===== config.mk =====
export PLATFORM = sky130hd
export DESIGN_NAME = ait_conv_ctrl
export DESIGN_NICKNAME = d
export VERILOG_FILES = /design/src/include/ait_pkg.sv /design/src/ait_conv_ctrl.sv /design/src/ait_mux_decode.sv
export SDC_FILE = /design/constraint.sdc
export NUM_CORES = 1
export LEC_CHECK = 0
export BUFFER_PORTS_ARGS = -buffer_cell sky130_fd_sc_hd__buf_2
export CORE_AREA = 2 2 160 115
export DETAILED_ROUTE_END_ITERATION = 12
export DIE_AREA = 0 0 162 117
export GPL_TIMING_DRIVEN = 0
export SLEW_MARGIN = 10
export SYNTH_ARGS = -nofsm -noshare
export SYNTH_HDL_FRONTEND = slang
export SYNTH_SLANG_ARGS = --single-unit

===== constraint.sdc =====
create_clock -name clk_sys -period 2.7 [get_ports clk_sys]
set_input_delay 0.135 -clock clk_sys [delete_from_list [all_inputs] [get_ports clk_sys]]
set_output_delay 0.135 -clock clk_sys [all_outputs]
set_load 0.02 [all_outputs]

===== src/include/ait_pkg.sv =====
// Package: register map, mux codes and timing constants
package ait_pkg;
    // Printed byte offsets; not all are multiples of four, so they are
    // register indices and the bus byte address is four times the index
    localparam logic [15:0] IDX_PCH = 16'h1D1F;
    localparam logic [15:0] IDX_NCH = 16'h1D20;
    localparam logic [15:0] IDX_ACQL = 16'h1D21;
    localparam logic [15:0] IDX_ACQH = 16'h1D22;
    localparam logic [15:0] IDX_CAP = 16'h1D23;
    localparam logic [15:0] IDX_PREL = 16'h1D24;
    localparam logic [15:0] IDX_PREH = 16'h1D25;
    localparam logic [15:0] IDX_REF = 16'h1D2B;
    // Own control/status registers
    localparam logic [15:0] IDX_CTRL = 16'h1D30;
    localparam logic [15:0] IDX_STAT = 16'h1D31;
    localparam int ADDR_W = 18;
    localparam int CNT_W = 13;
    localparam int CODE_W = 6;
    localparam int REG_W = 8;
    localparam int MEM_DEPTH = 16;
    localparam int MEM_AW = 4;
    localparam logic [CNT_W-1:0] CNT_RST = 13'h0000;
    localparam logic [CODE_W-1:0] CODE_RST = 6'h00;
    localparam logic [1:0] REF_RST = 2'h0;
    localparam logic [4:0] CAP_RST = 5'h00;
    // Extended acquisition length when count is zero and precharge is not
    localparam logic [13:0] ACQ_LONG = 14'h2000;
    // Reference select codes
    localparam logic [1:0] REF_VDD = 2'h0;
    localparam logic [1:0] REF_RSVD = 2'h1;
    localparam logic [1:0] REF_EXT = 2'h2;
    localparam logic [1:0] REF_FVR = 2'h3;
    // Channel codes
    localparam logic [5:0] CH_FVR_BUF2 = 6'h3F;
    localparam logic [5:0] CH_FVR_BUF1 = 6'h3E;
    localparam logic [5:0] CH_DAC2 = 6'h3D;
    localparam logic [5:0] CH_DAC1 = 6'h3C;
    localparam logic [5:0] CH_TEMP = 6'h3B;
    localparam logic [5:0] CH_AGND = 6'h3A;
    localparam logic [5:0] CH_PC_LO = 6'h10;
    localparam logic [5:0] CH_PC_HI = 6'h17;
    localparam logic [5:0] CH_PB_LO = 6'h0C;
    localparam logic [5:0] CH_PB_HI = 6'h0F;
    localparam logic [5:0] CH_PA_HI = 6'h05;
    localparam logic [5:0] CH_GSENSE = 6'h03;
    // Mux select one-hot layout: 6 port A, 4 port B, 8 port C, ground sense, 6 internal, none
    localparam int SEL_W = 26;
    localparam int SEL_PA = 0;
    localparam int SEL_PB = 6;
    localparam int SEL_PC = 10;
    localparam int SEL_GSENSE = 18;
    localparam int SEL_AGND = 19;
    localparam int SEL_TEMP = 20;
    localparam int SEL_DAC1 = 21;
    localparam int SEL_DAC2 = 22;
    localparam int SEL_BUF1 = 23;
    localparam int SEL_BUF2 = 24;
    localparam int SEL_NONE = 25;
    // Control register fields
    localparam int CTRL_START = 0;
    localparam int CTRL_RCSEL = 1;
    // AHB
    localparam logic [1:0] HTRANS_NONSEQ = 2'h2;
    localparam logic [2:0] HSIZE_WORD = 3'h2;
    typedef enum logic [1:0] {
        PH_IDLE,
        PH_PRE,
        PH_ACQ,
        PH_CONV
    } ait_phase_t;
endpackage


===== src/ait_conv_ctrl.sv =====
// Converter input select and sample timing block with AHB-Lite registers
//
// What this block does
// - Reference field 11 fvr, 10 external, 00 supply
// - Top six channel codes select internal sources
// - Reserved channel codes connect nothing, both muxes
// - Port C, port B, port A, ground-sense mapping
// - Negative mux same, but 000011 connects nothing
// - Precharge lasts n clocks; zero skips it
// - Acquisition lasts n selected converter clocks
// - Acquisition zero, precharge nonzero: 8192 clocks
// - Counts split into high and low bytes
// - Channels, acquisition reset zero; bits 7:6 absent
//
// Added by the designer: the AHB-Lite interface to the registers.
`timescale 1ns/1ps
`default_nettype none
module ait_conv_ctrl
    import ait_pkg::*;
(
    // Clock and reset
    input wire logic clk_sys,
    input wire logic rst_n,
    // AHB-Lite slave
    input wire logic hsel,
    input wire logic [ait_pkg::ADDR_W-1:0] haddr,
    input wire logic [1:0] htrans,
    input wire logic hwrite,
    input wire logic [2:0] hsize,
    input wire logic [31:0] hwdata,
    input wire logic hready,
    output logic [31:0] hrdata,
    output logic hreadyout,
    output logic hresp,
    // Converter clock ticks from the dedicated RC oscillator domain
    input wire logic rcTickAsync,
    // Analog switch controls
    output logic [1:0] posRefSelect,
    output logic [ait_pkg::SEL_W-1:0] posMuxSel,
    output logic [ait_pkg::SEL_W-1:0] negMuxSel,
    output logic [4:0] capSelect,
    // Sample sequencing
    output logic [1:0] phase,
    output logic convStart,
    input wire logic convDone
);
    import ait_pkg::*;

    // Address phase capture
    logic wrPend_q;
    logic rdPend_q;
    logic [15:0] idx_q;
    logic accept;
    logic [15:0] aIdx;

    assign aIdx = haddr[ADDR_W-1:2];
    assign accept = hsel && hready && htrans == HTRANS_NONSEQ;
    assign hreadyout = 1'b1;
    assign hresp = 1'b0;

    always_ff @(posedge clk_sys) begin
        if (!rst_n) begin
            wrPend_q <= 1'b0;
            rdPend_q <= 1'b0;
            idx_q <= 16'h0000;
        end else begin
            wrPend_q <= accept && hwrite;
            rdPend_q <= accept && !hwrite;
            if (accept) begin
                idx_q <= aIdx;
            end
        end
    end

    // Registers
    logic [CODE_W-1:0] pch_q;
    logic [CODE_W-1:0] nch_q;
    logic [CNT_W-1:0] acq_q;
    logic [CNT_W-1:0] pre_q;
    logic [1:0] ref_q;
    logic [4:0] cap_q;
    logic rcSel_q;
    logic start_q;
    logic [7:0] wb;

    assign wb = hwdata[7:0];

    always_ff @(posedge clk_sys) begin
        if (!rst_n) begin
            pch_q <= CODE_RST;
            nch_q <= CODE_RST;
            acq_q <= CNT_RST;
            pre_q <= CNT_RST;
            ref_q <= REF_RST;
            cap_q <= CAP_RST;
            rcSel_q <= 1'b0;
            start_q <= 1'b0;
        end else begin
            start_q <= 1'b0;
            if (wrPend_q) begin
                case (idx_q)
                    IDX_PCH: pch_q <= wb[5:0];
                    IDX_NCH: nch_q <= wb[5:0];
                    IDX_ACQL: acq_q[7:0] <= wb;
                    IDX_ACQH: acq_q[12:8] <= wb[4:0];
                    IDX_PREL: pre_q[7:0] <= wb;
                    IDX_PREH: pre_q[12:8] <= wb[4:0];
                    IDX_CAP: cap_q <= wb[4:0];
                    IDX_REF: ref_q <= wb[1:0];
                    IDX_CTRL: begin
                        rcSel_q <= wb[CTRL_RCSEL];
                        start_q <= wb[CTRL_START];
                    end
                    default: ;
                endcase
            end
        end
    end

    // Read data
    ait_phase_t ph_q;
    logic [7:0] rdMux;

    always_comb begin
        rdMux = 8'h00;
        case (idx_q)
            IDX_PCH: rdMux = {2'b00, pch_q};
            IDX_NCH: rdMux = {2'b00, nch_q};
            IDX_ACQL: rdMux = acq_q[7:0];
            IDX_ACQH: rdMux = {3'b000, acq_q[12:8]};
            IDX_PREL: rdMux = pre_q[7:0];
            IDX_PREH: rdMux = {3'b000, pre_q[12:8]};
            IDX_CAP: rdMux = {3'b000, cap_q};
            IDX_REF: rdMux = {6'h00, ref_q};
            IDX_CTRL: rdMux = {6'h00, rcSel_q, 1'b0};
            IDX_STAT: rdMux = {6'h00, ph_q};
            default: rdMux = 8'h00;
        endcase
    end

    // Reads use the address captured in the address phase; the data
    // phase is combinational from registers so no wait state is needed
    // Outside a read data phase the bus sees zero, so a stale register
    // value never leaks onto a shared read mux
    assign hrdata = rdPend_q ? {24'h000000, rdMux} : 32'h00000000;

    // RC tick synchroniser and edge detect
    logic rcS1_q;
    logic rcS2_q;
    logic rcS3_q;
    logic rcTick;

    always_ff @(posedge clk_sys) begin
        if (!rst_n) begin
            rcS1_q <= 1'b0;
            rcS2_q <= 1'b0;
            rcS3_q <= 1'b0;
        end else begin
            rcS1_q <= rcTickAsync;
            rcS2_q <= rcS1_q;
            rcS3_q <= rcS2_q;
        end
    end

    assign rcTick = rcS2_q && !rcS3_q;

    // Converter clock enable: every system clock, or each RC rising edge
    logic convTick;
    assign convTick = rcSel_q ? rcTick : 1'b1;

    // Reference decode
    always_ff @(posedge clk_sys) begin
        if (!rst_n) begin
            posRefSelect <= REF_VDD;
        end else begin
            // Reserved code keeps the supply rail as the safe choice
            posRefSelect <= (ref_q == REF_RSVD) ? REF_VDD : ref_q;
        end
    end

    // Channel decode shared by both muxes
    ait_mux_decode uPosDec (
        .clk_sys(clk_sys),
        .rst_n(rst_n),
        .code(pch_q),
        .negative(1'b0),
        .sel(posMuxSel)
    );

    ait_mux_decode uNegDec (
        .clk_sys(clk_sys),
        .rst_n(rst_n),
        .code(nch_q),
        .negative(1'b1),
        .sel(negMuxSel)
    );

    always_ff @(posedge clk_sys) begin
        if (!rst_n) begin
            capSelect <= CAP_RST;
        end else begin
            capSelect <= cap_q;
        end
    end

    // Sample sequencer
    logic [13:0] cnt_q;
    logic [13:0] acqLen;
    logic preOn;
    logic acqOn;
    logic busy;

    assign preOn = pre_q != CNT_RST;
    assign acqOn = (acq_q != CNT_RST) || preOn;
    assign acqLen = (acq_q == CNT_RST) ? ACQ_LONG : {1'b0, acq_q};
    assign busy = ph_q != PH_IDLE;

    always_ff @(posedge clk_sys) begin
        if (!rst_n) begin
            ph_q <= PH_IDLE;
            cnt_q <= 14'h0000;
            convStart <= 1'b0;
        end else begin
            convStart <= 1'b0;
            case (ph_q)
                PH_IDLE: begin
                    if (start_q) begin
                        if (preOn) begin
                            ph_q <= PH_PRE;
                            cnt_q <= {1'b0, pre_q};
                        end else if (acqOn) begin
                            ph_q <= PH_ACQ;
                            cnt_q <= acqLen;
                        end else begin
                            ph_q <= PH_CONV;
                            convStart <= 1'b1;
                        end
                    end
                end
                PH_PRE: begin
                    if (convTick) begin
                        if (cnt_q == 14'h0001) begin
                            ph_q <= PH_ACQ;
                            cnt_q <= acqLen;
                        end else begin
                            cnt_q <= cnt_q - 14'h0001;
                        end
                    end
                end
                PH_ACQ: begin
                    if (convTick) begin
                        if (cnt_q == 14'h0001) begin
                            ph_q <= PH_CONV;
                            convStart <= 1'b1;
                        end else begin
                            cnt_q <= cnt_q - 14'h0001;
                        end
                    end
                end
                PH_CONV: begin
                    if (convDone) begin
                        ph_q <= PH_IDLE;
                    end
                end
                default: ph_q <= PH_IDLE;
            endcase
        end
    end

    assign phase = ph_q;

    // Checks
    a_pre_skip: assert property (@(posedge clk_sys) disable iff (!rst_n)
        (!busy && start_q && !preOn) |=> ph_q != PH_PRE)
        else $error("precharge entered with zero count");
    a_acq_skip: assert property (@(posedge clk_sys) disable iff (!rst_n)
        (!busy && start_q && !preOn && acq_q == CNT_RST)
        |=> ph_q == PH_CONV)
        else $error("acquisition not skipped");
    a_acq_long: assert property (@(posedge clk_sys) disable iff (!rst_n)
        (ph_q == PH_PRE && $past(ph_q) == PH_PRE && ph_q != PH_IDLE
        && convTick && cnt_q == 14'h0001 && acq_q == CNT_RST)
        |=> cnt_q == 14'h2000)
        else $error("long acquisition not loaded");
    a_pre_first: assert property (@(posedge clk_sys) disable iff (!rst_n)
        (!busy && start_q && preOn) |=> ph_q == PH_PRE)
        else $error("precharge not first");
    a_acq_len: assert property (@(posedge clk_sys) disable iff (!rst_n)
        (!busy && start_q && !preOn && acq_q == 13'h0002 && !rcSel_q)
        |=> ph_q == PH_ACQ ##1 ph_q == PH_ACQ ##1 ph_q == PH_CONV)
        else $error("acquisition length wrong");
    a_pre_rc_hold: assert property (@(posedge clk_sys) disable iff (!rst_n)
        (ph_q == PH_PRE && !convTick) |=> $stable(cnt_q))
        else $error("precharge counted without rc tick");
    a_ref_decode: assert property (@(posedge clk_sys) disable iff (!rst_n)
        (ref_q == REF_FVR) |=> posRefSelect == REF_FVR)
        else $error("reference decode wrong");
    a_byte_split: assert property (@(posedge clk_sys) disable iff (!rst_n)
        (wrPend_q && idx_q == IDX_ACQH) |=> acq_q[12:8] == $past(wb[4:0]))
        else $error("acquisition high byte not written");
    a_chan_width: assert property (@(posedge clk_sys) disable iff (!rst_n)
        (rdPend_q && idx_q == IDX_PCH) |-> hrdata[7:6] == 2'b00)
        else $error("channel select upper bits not zero");
    a_neg_gsense: assert property (@(posedge clk_sys) disable iff (!rst_n)
        (nch_q == CH_GSENSE) |=> negMuxSel[SEL_NONE])
        else $error("negative mux connected ground sense");
    a_pos_rsvd: assert property (@(posedge clk_sys) disable iff (!rst_n)
        (pch_q == 6'h20) |=> posMuxSel[SEL_NONE])
        else $error("reserved code connected a channel");
    a_pos_pc7: assert property (@(posedge clk_sys) disable iff (!rst_n)
        (pch_q == CH_PC_HI) |=> posMuxSel[SEL_PC+7])
        else $error("port C bit 7 not selected");
    a_pos_temp: assert property (@(posedge clk_sys) disable iff (!rst_n)
        (pch_q == CH_TEMP) |=> posMuxSel[SEL_TEMP])
        else $error("temperature source not selected");

    c_full_seq: cover property (@(posedge clk_sys)
        ph_q == PH_PRE ##1 ph_q == PH_ACQ);
    c_long_acq: cover property (@(posedge clk_sys)
        ph_q == PH_ACQ && cnt_q == 14'h2000);
    c_rc_run: cover property (@(posedge clk_sys)
        rcSel_q && ph_q == PH_ACQ && convTick);
    c_direct_conv: cover property (@(posedge clk_sys)
        ph_q == PH_IDLE ##1 ph_q == PH_CONV);
endmodule
`default_nettype wire


===== src/ait_mux_decode.sv =====
// Channel code to one-hot analog switch decoder
`timescale 1ns/1ps
`default_nettype none
module ait_mux_decode
    import ait_pkg::*;
(
    // Clock and reset
    input wire logic clk_sys,
    input wire logic rst_n,
    // Code and mux side
    input wire logic [ait_pkg::CODE_W-1:0] code,
    input wire logic negative,
    output logic [ait_pkg::SEL_W-1:0] sel
);
    import ait_pkg::*;

    logic [SEL_W-1:0] sel_d;

    always_comb begin
        sel_d = '0;
        if (code >= CH_PC_LO && code <= CH_PC_HI) begin
            sel_d[SEL_PC + int'(code[2:0])] = 1'b1;
        end else if (code >= CH_PB_LO && code <= CH_PB_HI) begin
            sel_d[SEL_PB + int'(code[1:0])] = 1'b1;
        end else if (code == CH_GSENSE) begin
            // Ground sense exists on the positive side only
            sel_d[negative ? SEL_NONE : SEL_GSENSE] = 1'b1;
        end else if (code <= CH_PA_HI) begin
            sel_d[SEL_PA + int'(code[2:0])] = 1'b1;
        end else begin
            case (code)
                CH_FVR_BUF2: sel_d[SEL_BUF2] = 1'b1;
                CH_FVR_BUF1: sel_d[SEL_BUF1] = 1'b1;
                CH_DAC2: sel_d[SEL_DAC2] = 1'b1;
                CH_DAC1: sel_d[SEL_DAC1] = 1'b1;
                CH_TEMP: sel_d[SEL_TEMP] = 1'b1;
                CH_AGND: sel_d[SEL_AGND] = 1'b1;
                default: sel_d[SEL_NONE] = 1'b1;
            endcase
        end
    end

    always_ff @(posedge clk_sys) begin
        if (!rst_n) begin
            sel <= '0;
        end else begin
            sel <= sel_d;
        end
    end
endmodule
`default_nettype wire


### Word level (Yosys, flattened, before mapping)

Index checks and enable logic that the tools add are counted.

| word-level totals | value |
|---|---|
| register bits after elaboration | 144 |
| input port bits | 62 |
| logic and storage cells | 190 |
| output and inout port bits | 96 |

| operators by class | value |
|---|---|
| muxes and demuxes | 63 |
| add/subtract/negate cells | 5 |
| reduce and logical (&&, ||, !) cells | 38 |
| bitwise logic cells | 1 |
| magnitude comparators | 22 |
| equal/unequal tests | 38 |

Operators by type and width:

| cell | number |
|---|---|
| $eq A16 B13 Y1 const B | 10 |
| $mux W26 | 6 |
| $ge A32 B1 Y1 const B | 4 |
| $lt A32 B7 Y1 const B | 4 |
| $mux W14 | 8 |
| $pmux W8 S10 | 1 |
| $eq A6 B6 Y1 const B | 12 |
| $pmux W14 S3 | 1 |
| $mux W1 | 27 |
| $reduce_bool A13 Y1 | 2 |
| $mux W8 | 3 |
| $demux W1 S5 | 4 |
| $reduce_and A2 Y1 | 9 |
| $logic_and A1 B1 Y1 | 15 |
| $eq A14 B1 Y1 const B | 1 |
| $mux W2 | 7 |
| $mux W7 | 2 |
| $ne A2 B2 Y1 const B | 7 |
| $sub A14 B1 Y14 const B | 1 |
| $logic_not A13 Y1 | 1 |
| $eq A6 B2 Y1 const B | 2 |
| $ge A6 B4 Y1 const B | 2 |
| $ge A6 B5 Y1 const B | 2 |
| $le A6 B3 Y1 const B | 2 |
| other kinds (21) | 34 |

### Logic depth before layout (Yosys ltp)

Gate-level depths: netlist (run 1).

| depth | value |
|---|---|
| depth after elaboration | 8 |
| gate-level depth with buffers | 9 |
| gate-level depth less buffers | 7 |

### Hierarchy

From an unflattened synthesis (run 1), not the netlist that was laid out.

| unflattened totals | value |
|---|---|
| cell total of the unflattened synthesis | 780 |
| area total of the unflattened synthesis | 7,164.4 µm² |

Modules (own cells, without submodules):

| module | sequential area each (µm²) | area each (µm²) | cells each | times used |
|---|---|---|---|---|
| ait_conv_ctrl | 1,841.8 | 5,117.4 | 572 | 1 |
| ait_mux_decode (uNegDec) | 520.5 | 1,069.8 | 107 | 1 |
| ait_mux_decode (uPosDec) | 520.5 | 977.2 | 101 | 1 |

### Worst setup path before layout (run 1)

Ideal clock, no wire load.

| timing path | value |
|---|---|
| path type | register to output |
| from | reg idx_q[4] |
| to | out hrdata[4] |
| path buffers | 1 |
| cell stages (with the launch flop) | 7 |
| data arrival time | 2.556 ns |
| required time | 2.565 ns |
| setup slack | 0.009 ns |
| path through | dfxtp_1 > clkbuf_1 > or4b_1 > or3b_2 > nor3_1 > a22oi_1 > a21oi_1 |

| on the way | value |
|---|---|
| cells in the longest elaborated chain, start to end | 3 |
| elaborated cells on any way between the ends | 12 |
| those cells by class | eq/ne (10); mux (2) |

Ends and longest elaborated chain:

| item | line | source |
|---|---|---|
| from (decl) | ait_conv_ctrl.sv:52 | `logic [15:0] idx_q;` |
| from (signal assigned) | ait_conv_ctrl.sv:70 | `idx_q <= aIdx;` |
| $eq A16 B13 Y1 | ait_conv_ctrl.sv:126 | `case (idx_q)` |
| $pmux W8 S10 * | ait_conv_ctrl.sv:126 |  |
| $mux W8 * | ait_conv_ctrl.sv:145 | `assign hrdata = rdPend_q ? {24'h000000, rdMux} : 32'h00000000;` |
| to (decl) | ait_conv_ctrl.sv:32 | `output logic [31:0] hrdata,` |

Mark *: on every way between the ends. The rest lies on a longest branch, timed or not.

### Final worst setup path (run 1)

| timing path | value |
|---|---|
| from | reg idx_q[15] |
| to | out hrdata[3] |

The elaborated chain is that of the path after synthesis.

==> results of run 1 <==
-- logic make-up after synthesis --
logic type,Yosys count,synth area share (%)
mux,50,7.835
compound gates,159,15.91
simple gates,319,23.76
other cells,2,0.1094
xor+xnor,4,0.5103
flops,144,41.98
fa+ha+maj,15,2.733
buf+inv,102,7.161
-- placed cells by master, fill, tap and decap left out, types with 10 or more instances in the layout --
cell type	instances
a211o_1	10
nor2_1	72
or4_1	10
a21oi_1	46
buf_4	40
clkbuf_1	40
nand3_1	33
nor3_1	33
clkbuf_16	18
ha_1	15
inv_1	18
buf_6	11
a32o_1	11
dlygate4sd3_1	20
mux2i_1	41
o21ai_0	18
and2_1	25
conb_1	26
nand2_1	71
dfxtp_1	139
buf_2	94
-- sequential cells by signal, indices dropped and copies added, names as in the netlist --
| name | flops |
|---|---|
| capSelect | 5 |
| phase | 2 |
| pch_q | 6 |
| rcS3_q | 1 |
| idx_q | 16 |
| convStart | 1 |
| ref_q | 2 |
| rcS1_q | 1 |
| uPosDec.sel | 26 |
| rcS2_q | 1 |
| wrPend_q | 1 |
| cap_q | 5 |
| cnt_q | 14 |
| nch_q | 6 |
| pre_q | 13 |
| acq_q | 13 |
| uNegDec.sel | 26 |
| posRefSelect | 2 |
| rcSel_q | 1 |
| rdPend_q | 1 |
| start_q | 1 |
-- critical path: cells and delay by family, from the launching register on --
kind	cells	cell delay, ns
buf+inv	3	0.51
simple gates	3	1.08
flops	1	0.31
compound gates	1	0.25
-- final cells by class --
class / count / area, sq um / share of cell area (%)
multi-input cells: 573 / 3800 / 42.25
flip-flops and latches: 144 / 2892 / 32.15
repair buffers: 134 / 855.8 / 9.516
plain buffers: 81 / 459.2 / 5.106
clock buffers: 17 / 425.4 / 4.730
well taps: 236 / 295.3 / 3.283
clock inverters: 15 / 195.2 / 2.170
inverters: 19 / 71.32 / 0.7930
-- metal layers --
metal	global-route usage [%]	share of wire (%)	wire length (um)
met5	0	0	0
met4	6.195	1.2	246
met3	5.567	10	2124
met2	31.86	41	8678
met1	33.94	48	10170
-- where the power goes --
group / switching (mW) / total [mW] / internal (mW)
combinational: 0.765 / 1.27 / 0.508
clock: 1.10 / 2.44 / 1.34
sequential: 0.0612 / 2.23 / 2.17
-- worst max-delay path by stage --
stage | start | slack [ns] | end | cells past startpoint
after floorplan | idx_q[4] | 0.009 | hrdata[4] | 6
after global placement | idx_q[13] | -0.33 | hrdata[3] | 7
after detailed placement | idx_q[4] | -0.36 | hrdata[4] | 7
after CTS | idx_q[4] | -0.02 | hrdata[2] | 7
after global routing | idx_q[15] | -0.1 | hrdata[3] | 7
final | idx_q[15] | -0.03 | hrdata[3] | 7
-- stage by stage --
stage	TNS (ns)	util [%]	area, sq um	setup slack [ns]	cells
3_5_place_dp	-5.577	44.19	7752	-0.3612	1155
6_report	-0.06874	51.26	8994	-0.02997	1219
4_1_cts	-0.08301	50.46	8852	-0.02409	1214
3_3_place_gp	-5.755	44.19	7752	-0.3325	1155
5_1_grt	-0.4475	51.26	8994	-0.09648	1219
2_1_floorplan	0	-	6957	0.008842	819
-- repair_timing --
item / CTS / global route
hold endpoints to repair: 21 / 0
setup endpoints to repair: 43 / 21
gates resized for setup: 57 / 31
cloned: 0 / 1
setup buffers: 8 / 5
pin swaps: 17 / 10
hold buffers: 20 / 0
==> qor.csv, run 1 <==
metric;value;unit
outcome;finished with violations;
violations;negative setup slack;
synth_area_per_cell;8.637;sq um
worst_slew_pin_slew;1.004;ns
crit_top_cell;buf_6;
wl_per_cell;17.41;um
num_vias;6603;
final_hold_viol_count;0;
critPathKind;reg2out;
cts_root_buf;clkbuf_16;
antenna_left;0;
totalWireLength;21220;um
core;17540;sq um
antenna_found_initial;0;
diodes;0;
fill_cells;1663;
worst_setup_path_end_kind;output port;
cp_cell_sequence;or4b_4, buf_4, nor4_4, buf_6, nand4_1, a31oi_4, buf_6;
die_w;162;um
holdWs;0.01899;ns
grt_pass1_wl;33130;um
hold_path_startpoint;hwdata[5];
synth_common_cells;dfxtp_1 (144), nor2_1 (74), nand2_1 (71);
htree_levels;4;
worstReg2RegEnd;cnt_q[3];
whs_endpoint;pch_q[5];
yosysTopAreaCell;dfxtp_1;
vias_per_cell;5.417;
maxSlewViolCount;0;
nNetsFinal;1047;
layout-drive-gt1-share;24.72;%
worst_hold_path.num_cells;3;
cts_buffer_depth;2;
ff2ff_path_depth;7;
fin_skew;0.01074;ns
cpPeakStageDelay;0.57;ns
port_buffers;100;
die_area;18950;sq um
peakVddDrop;367.2;uV
final.min_clock_period;2.730;ns
drt_pre_antenna_iters;7;
postSynthCellCount;795;
grt_overflow;0;
core.rowCount;41;
synth_edf_count;0;
pwr_density_cell;660.7;nW/um^2
rsz0062_at_grt;yes;
cts_tree;yes;
gp_congestion;0.9117;
leakage;3.779;nW
drv_cap;0;
synthArstFlopShare;0;%
grt_pass1_vias;5946;
power;5.942;mW
finalCritPeriodShare;101.1;%
worst_slack;-0.02997;ns
synth-seq-area-share;41.98;%
yosysUniqueCellTypes;72;
setup_viol;4;
dpl.hpwl;15060;um
yosysMostFrequentCell;dfxtp_1;
crit_fanout;10;
reg2reg_from;cnt_q[9];
synth_ff_type;dfxtp_1;
synth.area.top_cells;dfxtp_1 (42%), mux2i_1 (6.0%), nor2_1 (4.0%);
cts.sinks;144;
remaining_drc_errors;0;
yosys_warnings;0;
clk_latency;0.43;ns
synth_top_area_share;41.98;%
r2r_slack;0.04;ns
numCtsBuffers;17;
path_clk_slew;0.07;ns
grt_usage;22.57;%
ys_ff_latch;144;
areaGrowthSynthToFinish;30.98;%
netlist_area;6867;sq um
hold_path.class;in2reg;
cp.arrival;2.59;ns
worst_setup_path_start_kind;flop;
io_pins;158;
drt_iter0_markers;825;
timing.slew.headroom;32.49;%
grt_start_max_net_pins;18;
max_freq;0.3663;GHz
cp_slowest_cell;or4b_4;
start_util;39.14;%
crit_required;2.57;ns
die_h;117;um
Note: power is estimated with default switching activity, not from simulation.
==> run 2, diff against run 1 <==
- CTS_BUF_LIST: unset -> sky130_fd_sc_hd__clkbuf_2
- PLACE_DENSITY: unset -> 0.72
==> qor.csv, run 2 (synthesis results as in run 1) <==
metric;value;unit
layout_common_cells;dfxtp_1 (135), buf_2 (94), nor2_1 (72);
reg.largest.list;uNegDec.sel x26, uPosDec.sel x26, idx_q x16;
grt_usage;22.19;%
swShare;34.94;%
nNetsFinal;1061;
core;17540;sq um
port_buffers;100;
violations;negative setup slack;
peakVddDrop;312.3;uV
num_vias;6767;
gp_congestion;0.9658;
layout-drive-gt1-share;25.28;%
dp.cells;1155;
final_common_cell;dfxtp_1;
fill_cells;1660;
die_w;162;um
antenna_found_initial;1;
totalWireLength;21370;um
final-seq-area;2899;sq um
cp.arrival;2.96;ns
setup_viol;8;
io_pins;158;
timing.slew.headroom;33.73;%
grt_pass1_vias;6065;
vias_per_cell;5.488;
crit_fanout;6;
diodes;0;
power;4.855;mW
grt_pass1_wl;32720;um
final_hold_viol_count;0;
cts_tree;yes;
final.min_clock_period;3.094;ns
worstSetupStartpoint;idx_q[6];
fin_skew;0.03326;ns
pwr-share-seq;46.4;%
worst_setup_path_end_kind;output port;
hold_path_startpoint;htrans[0];
clk_latency;0.72;ns
leakage;3.748;nW
reg2reg_from;idx_q[15];
pwr_density_cell;551.1;nW/um^2
die_h;117;um
start_util;39.14;%
die_area;18950;sq um
antenna_left;0;
cts_root_buf;clkbuf_2;
critPathKind;reg2out;
htree_levels;4;
numCtsBuffers;17;
core.rowCount;41;
hold_path.class;in2reg;
cts_buffer_depth;2;
worst_slew_pin_slew;0.9850;ns
power.internal;3.159;mW
drt_iter0_markers;1036;
worst_slack;-0.3939;ns
layout.cells.non_filler;1233;
drv_cap;0;
grt_start_max_net_pins;17;
grt_overflow;0;
maxSlewViolCount;0;
multiInputGateArea;3835;sq um
max_freq;0.3232;GHz
p_sw;1.696;mW
areaGrowthSynthToFinish;28.30;%
dpl.hpwl;14870;um
pwr-share-clk;27.6;%
worst_setup_path_start_kind;flop;
rsz0062_at_grt;yes;
wl_per_cell;17.33;um
cts.sinks;144;
remaining_drc_errors;0;
finalCritPeriodShare;114.6;%
crit_required;2.57;ns
combPwrFrac;26.0;%
path_clk_slew;0.22;ns
drt_pre_antenna_iters;6;
outcome;finished with violations;
[run 2: cell types whose count changed in the layout (fill, tap and decap cells not counted), moves of 4 or more]
cell,delta
clkbuf_16,-17
clkbuf_2,+15
dlygate4sd3_1,+12
clkinv_8,-4
dfxtp_1,-4
[run 2: through the flow]
| stage | worst slack [ns] | setup TNS [ns] | instance area (sq um) | util (%) | hold WS, ns |
|---|---|---|---|---|---|
| after detailed placement | -0.3164 | -5.650 | 7752 | 44.19 | 0.3368 |
| after CTS | -0.3884 | -2.914 | 8661 | 49.37 | 0.002740 |
| after floorplan | 0.008842 | 0 | 6957 | - | 0.2118 |
| final | -0.3939 | -2.844 | 8810 | 50.21 | 0.03286 |
| after global routing | -0.5065 | -3.720 | 8810 | 50.21 | 0.01901 |
| after global placement | -0.3202 | -5.044 | 7752 | 44.19 | 0.3269 |
[run 2: cell type report]
cell class / count / area share, %
Multi-Input combinational cell: 573 / 43.53
Buffer: 82 / 5.227
Inverter: 19 / 0.8095
Timing Repair Buffer: 147 / 11.19
Clock inverter: 15 / 2.017
Clock buffer: 17 / 0.9658
Tap cell: 236 / 3.352
Sequential cell: 144 / 32.91
[run 2: worst paths after layout]
| check | end | slack, ns | cells after the start |
|---|---|---|---|
| worst max register to register | rcSel_q | 0.04 | 6 |
| worst min-delay path | idx_q[0] | 0.03 | 4 |
| worst min register to register | rcS2_q | 0.47 | 1 |
| worst max-delay path | hrdata[2] | -0.39 | 7 |
[run 2: layer usage]
metal  vias to the layer above  track usage, %  part of all wire [%]
met1                      3139           31.56                    45
met3                        58           6.624                    11
met2                       373           32.37                    42
li1                       3195               -                     -
met5                         -               0                 0.061
met4                         2           6.903                   2.2
[run 2: power by group through the flow]
stage	registers, mW	logic (mW)	clock network [mW]
floorplan	2.27	0.877	0
finish	2.25	1.26	1.34
global route	2.26	1.37	1.45
detailed placement	2.29	1.15	0
CTS	2.25	1.20	1.35
global placement	2.29	1.13	0
[run 2: worst max-delay path, cell delays in order, from the launching register on]
cell     delay (ns)
dfxtp_2        0.38
or4b_4         0.57
or3b_4         0.45
nor4_4         0.24
buf_6          0.18
a22oi_1        0.11
a21oi_2        0.20
buf_6          0.14
[run 2: timing repair]
action	in CTS	in global routing
cloned	1	0
resized for setup	64	36
endpoints found under the setup margin	48	24
pin swaps	19	10
buffers inserted	9	5
hold endpoints to repair	71	0
hold buffers	32	0
==> run 3, diff against run 2 <==
- clock period: 2.7 -> 2.55 ns (I/O delays scaled with it)
==> qor.csv, run 3 (synthesis results as in run 1) <==
metric;value;unit
outcome;finished with violations;
violations;negative setup slack;
worst_setup_path_end_kind;output port;
core.rowCount;41;
multiInputGateArea;3830;sq um
leakage;3.760;nW
final_hold_viol_count;0;
gp_congestion;0.9327;
worst_slew_pin_slew;0.8544;ns
pwr_density_cell;592.1;nW/um^2
dpl.hpwl;15090;um
worstSetupStartpoint;idx_q[14];
num_vias;6846;
worst_setup_path_start_kind;flop;
cts_buffer_depth;2;
totalWireLength;21340;um
core;17540;sq um
crit_fanout;10;
htree_levels;4;
wl_per_cell;17.18;um
grt_pass1_wl;32810;um
rsz0062_at_grt;yes;
areaGrowthSynthToFinish;29.83;%
grt_start_max_net_pins;17;
cp_num_buf_inv;2;
io_pins;158;
final.min_clock_period;3.078;ns
cts_tree;yes;
layout_common_cells;dfxtp_1 (131), buf_2 (93), nor2_1 (72);
hold_path_startpoint;htrans[1];
drt_pre_antenna_iters;6;
die_area;18950;sq um
fill_cells;1641;
vias_per_cell;5.512;
drv_cap;0;
cp_cell_sequence;or4b_4, or2_4, buf_12, a2111oi_4, o21ai_4, a21oi_2, buf_6;
diodes;0;
remaining_drc_errors;0;
die_h;117;um
die_w;162;um
dp_slack;-0.4243;ns
maxSlewViolCount;0;
worst_slack;-0.5281;ns
setup_viol;9;
nNetsFinal;1070;
antenna_left;0;
numCtsBuffers;17;
cp_slowest_cell;or4b_4;
critPathKind;reg2out;
max_freq;0.3249;GHz
port_buffers;100;
fin_skew;0.03437;ns
reg2reg_from;cnt_q[9];
peakVddDrop;261.4;uV
finalCritPeriodShare;120.7;%
cts_root_buf;clkbuf_2;
final_common_cell;dfxtp_1;
cp.arrival;2.95;ns
grt_overflow;0;
reg.largest.list;uNegDec.sel x26, uPosDec.sel x26, idx_q x16;
path_clk_slew;0.25;ns
crit_required;2.42;ns
final-seq-area;2907;sq um
clk_latency;0.72;ns
cts.sinks;144;
start_util;39.14;%
drt_iter0_markers;922;
antenna_found_initial;0;
power;5.279;mW
grt_pass1_vias;6159;
timing.slew.headroom;42.51;%
cpPeakStageDelay;0.54;ns
crit_family;simple AND/OR/NAND/NOR gates;
layout-drive-gt1-share;26.24;%
hold_path.class;in2reg;
grt_usage;22.05;%
## run 3: changes by cell type in the layout (fill, tap and decap cells not counted), moves of 2 or more
cell and delta:
a22oi_2 -2, buf_4 +5, dfxtp_2 +3, clkinv_2 -2, a22oi_1 +2, buf_6 +2, buf_12 +2, dlygate4sd3_1 +2
o21ai_0 -2, o21ai_2 +3, dfxtp_1 -4
## run 3: worst paths after layout
| path | end | slack (ns) | cells past startpoint |
|---|---|---|---|
| setup / recovery | hrdata[0] | -0.53 | 7 |
| hold / removal | idx_q[1] | 0.02 | 4 |
| setup reg to reg | cnt_q[3] | 0 | 6 |
| hold reg to reg | idx_q[14] | 0.47 | 2 |
## run 3: per-layer routing
layer | track usage, % | share of wire [%] | wire length (um)
met1 | 31.29 | 44 | 9467
met2 | 32.65 | 42 | 8971
met3 | 6.801 | 12 | 2542
met4 | 5.723 | 1.7 | 353
met5 | 0 | 0 | 0
## run 3: stage by stage
| stage | hold slack (ns) | area, sq um | utilization, % | cells | setup TNS [ns] |
|---|---|---|---|---|---|
| 5_1_grt | 0.007115 | 8915 | 50.81 | 1242 | -5.658 |
| 2_1_floorplan | 0.2043 | 6974 | - | 819 | -0.4035 |
| 3_5_place_dp | 0.3233 | 7770 | 44.29 | 1155 | -13.96 |
| 3_3_place_gp | 0.3155 | 7770 | 44.29 | 1155 | -11.76 |
| 4_1_cts | 0.005384 | 8717 | 49.69 | 1234 | -4.057 |
| 6_report | 0.01689 | 8915 | 50.81 | 1242 | -4.046 |
## run 3: power by group
group	switching, mW	internal (mW)
registers	0.0770	2.31
clock network	0.993	0.505
logic	0.800	0.589
## run 3: layout make-up
cell class | count | area share, %
Multi-Input combinational cell | 573 | 42.96
Clock inverter | 15 | 2.189
Sequential cell | 144 | 32.60
Buffer | 81 | 5.067
Inverter | 19 | 0.8000
Tap cell | 236 | 3.312
Timing Repair Buffer | 157 | 12.11
Clock buffer | 17 | 0.9544
## run 3: timing repair
| item | in CTS | in global routing |
|---|---|---|
| hold buffers | 34 | 0 |
| endpoints found under the hold margin | 71 | 0 |
| gates cloned | 0 | 0 |
| setup endpoints to repair | 69 | 51 |
| pin swaps | 12 | 17 |
| resized for setup | 68 | 39 |
| setup buffers | 14 | 9 |
## run 3: tightest hold or removal path, delay by kind of cell
kind                   cells  cell delay (ns)
AOI/OAI and AO/OA          1             0.06
and+or+nand+nor            2             0.44
buffers and inverters      1             0.08
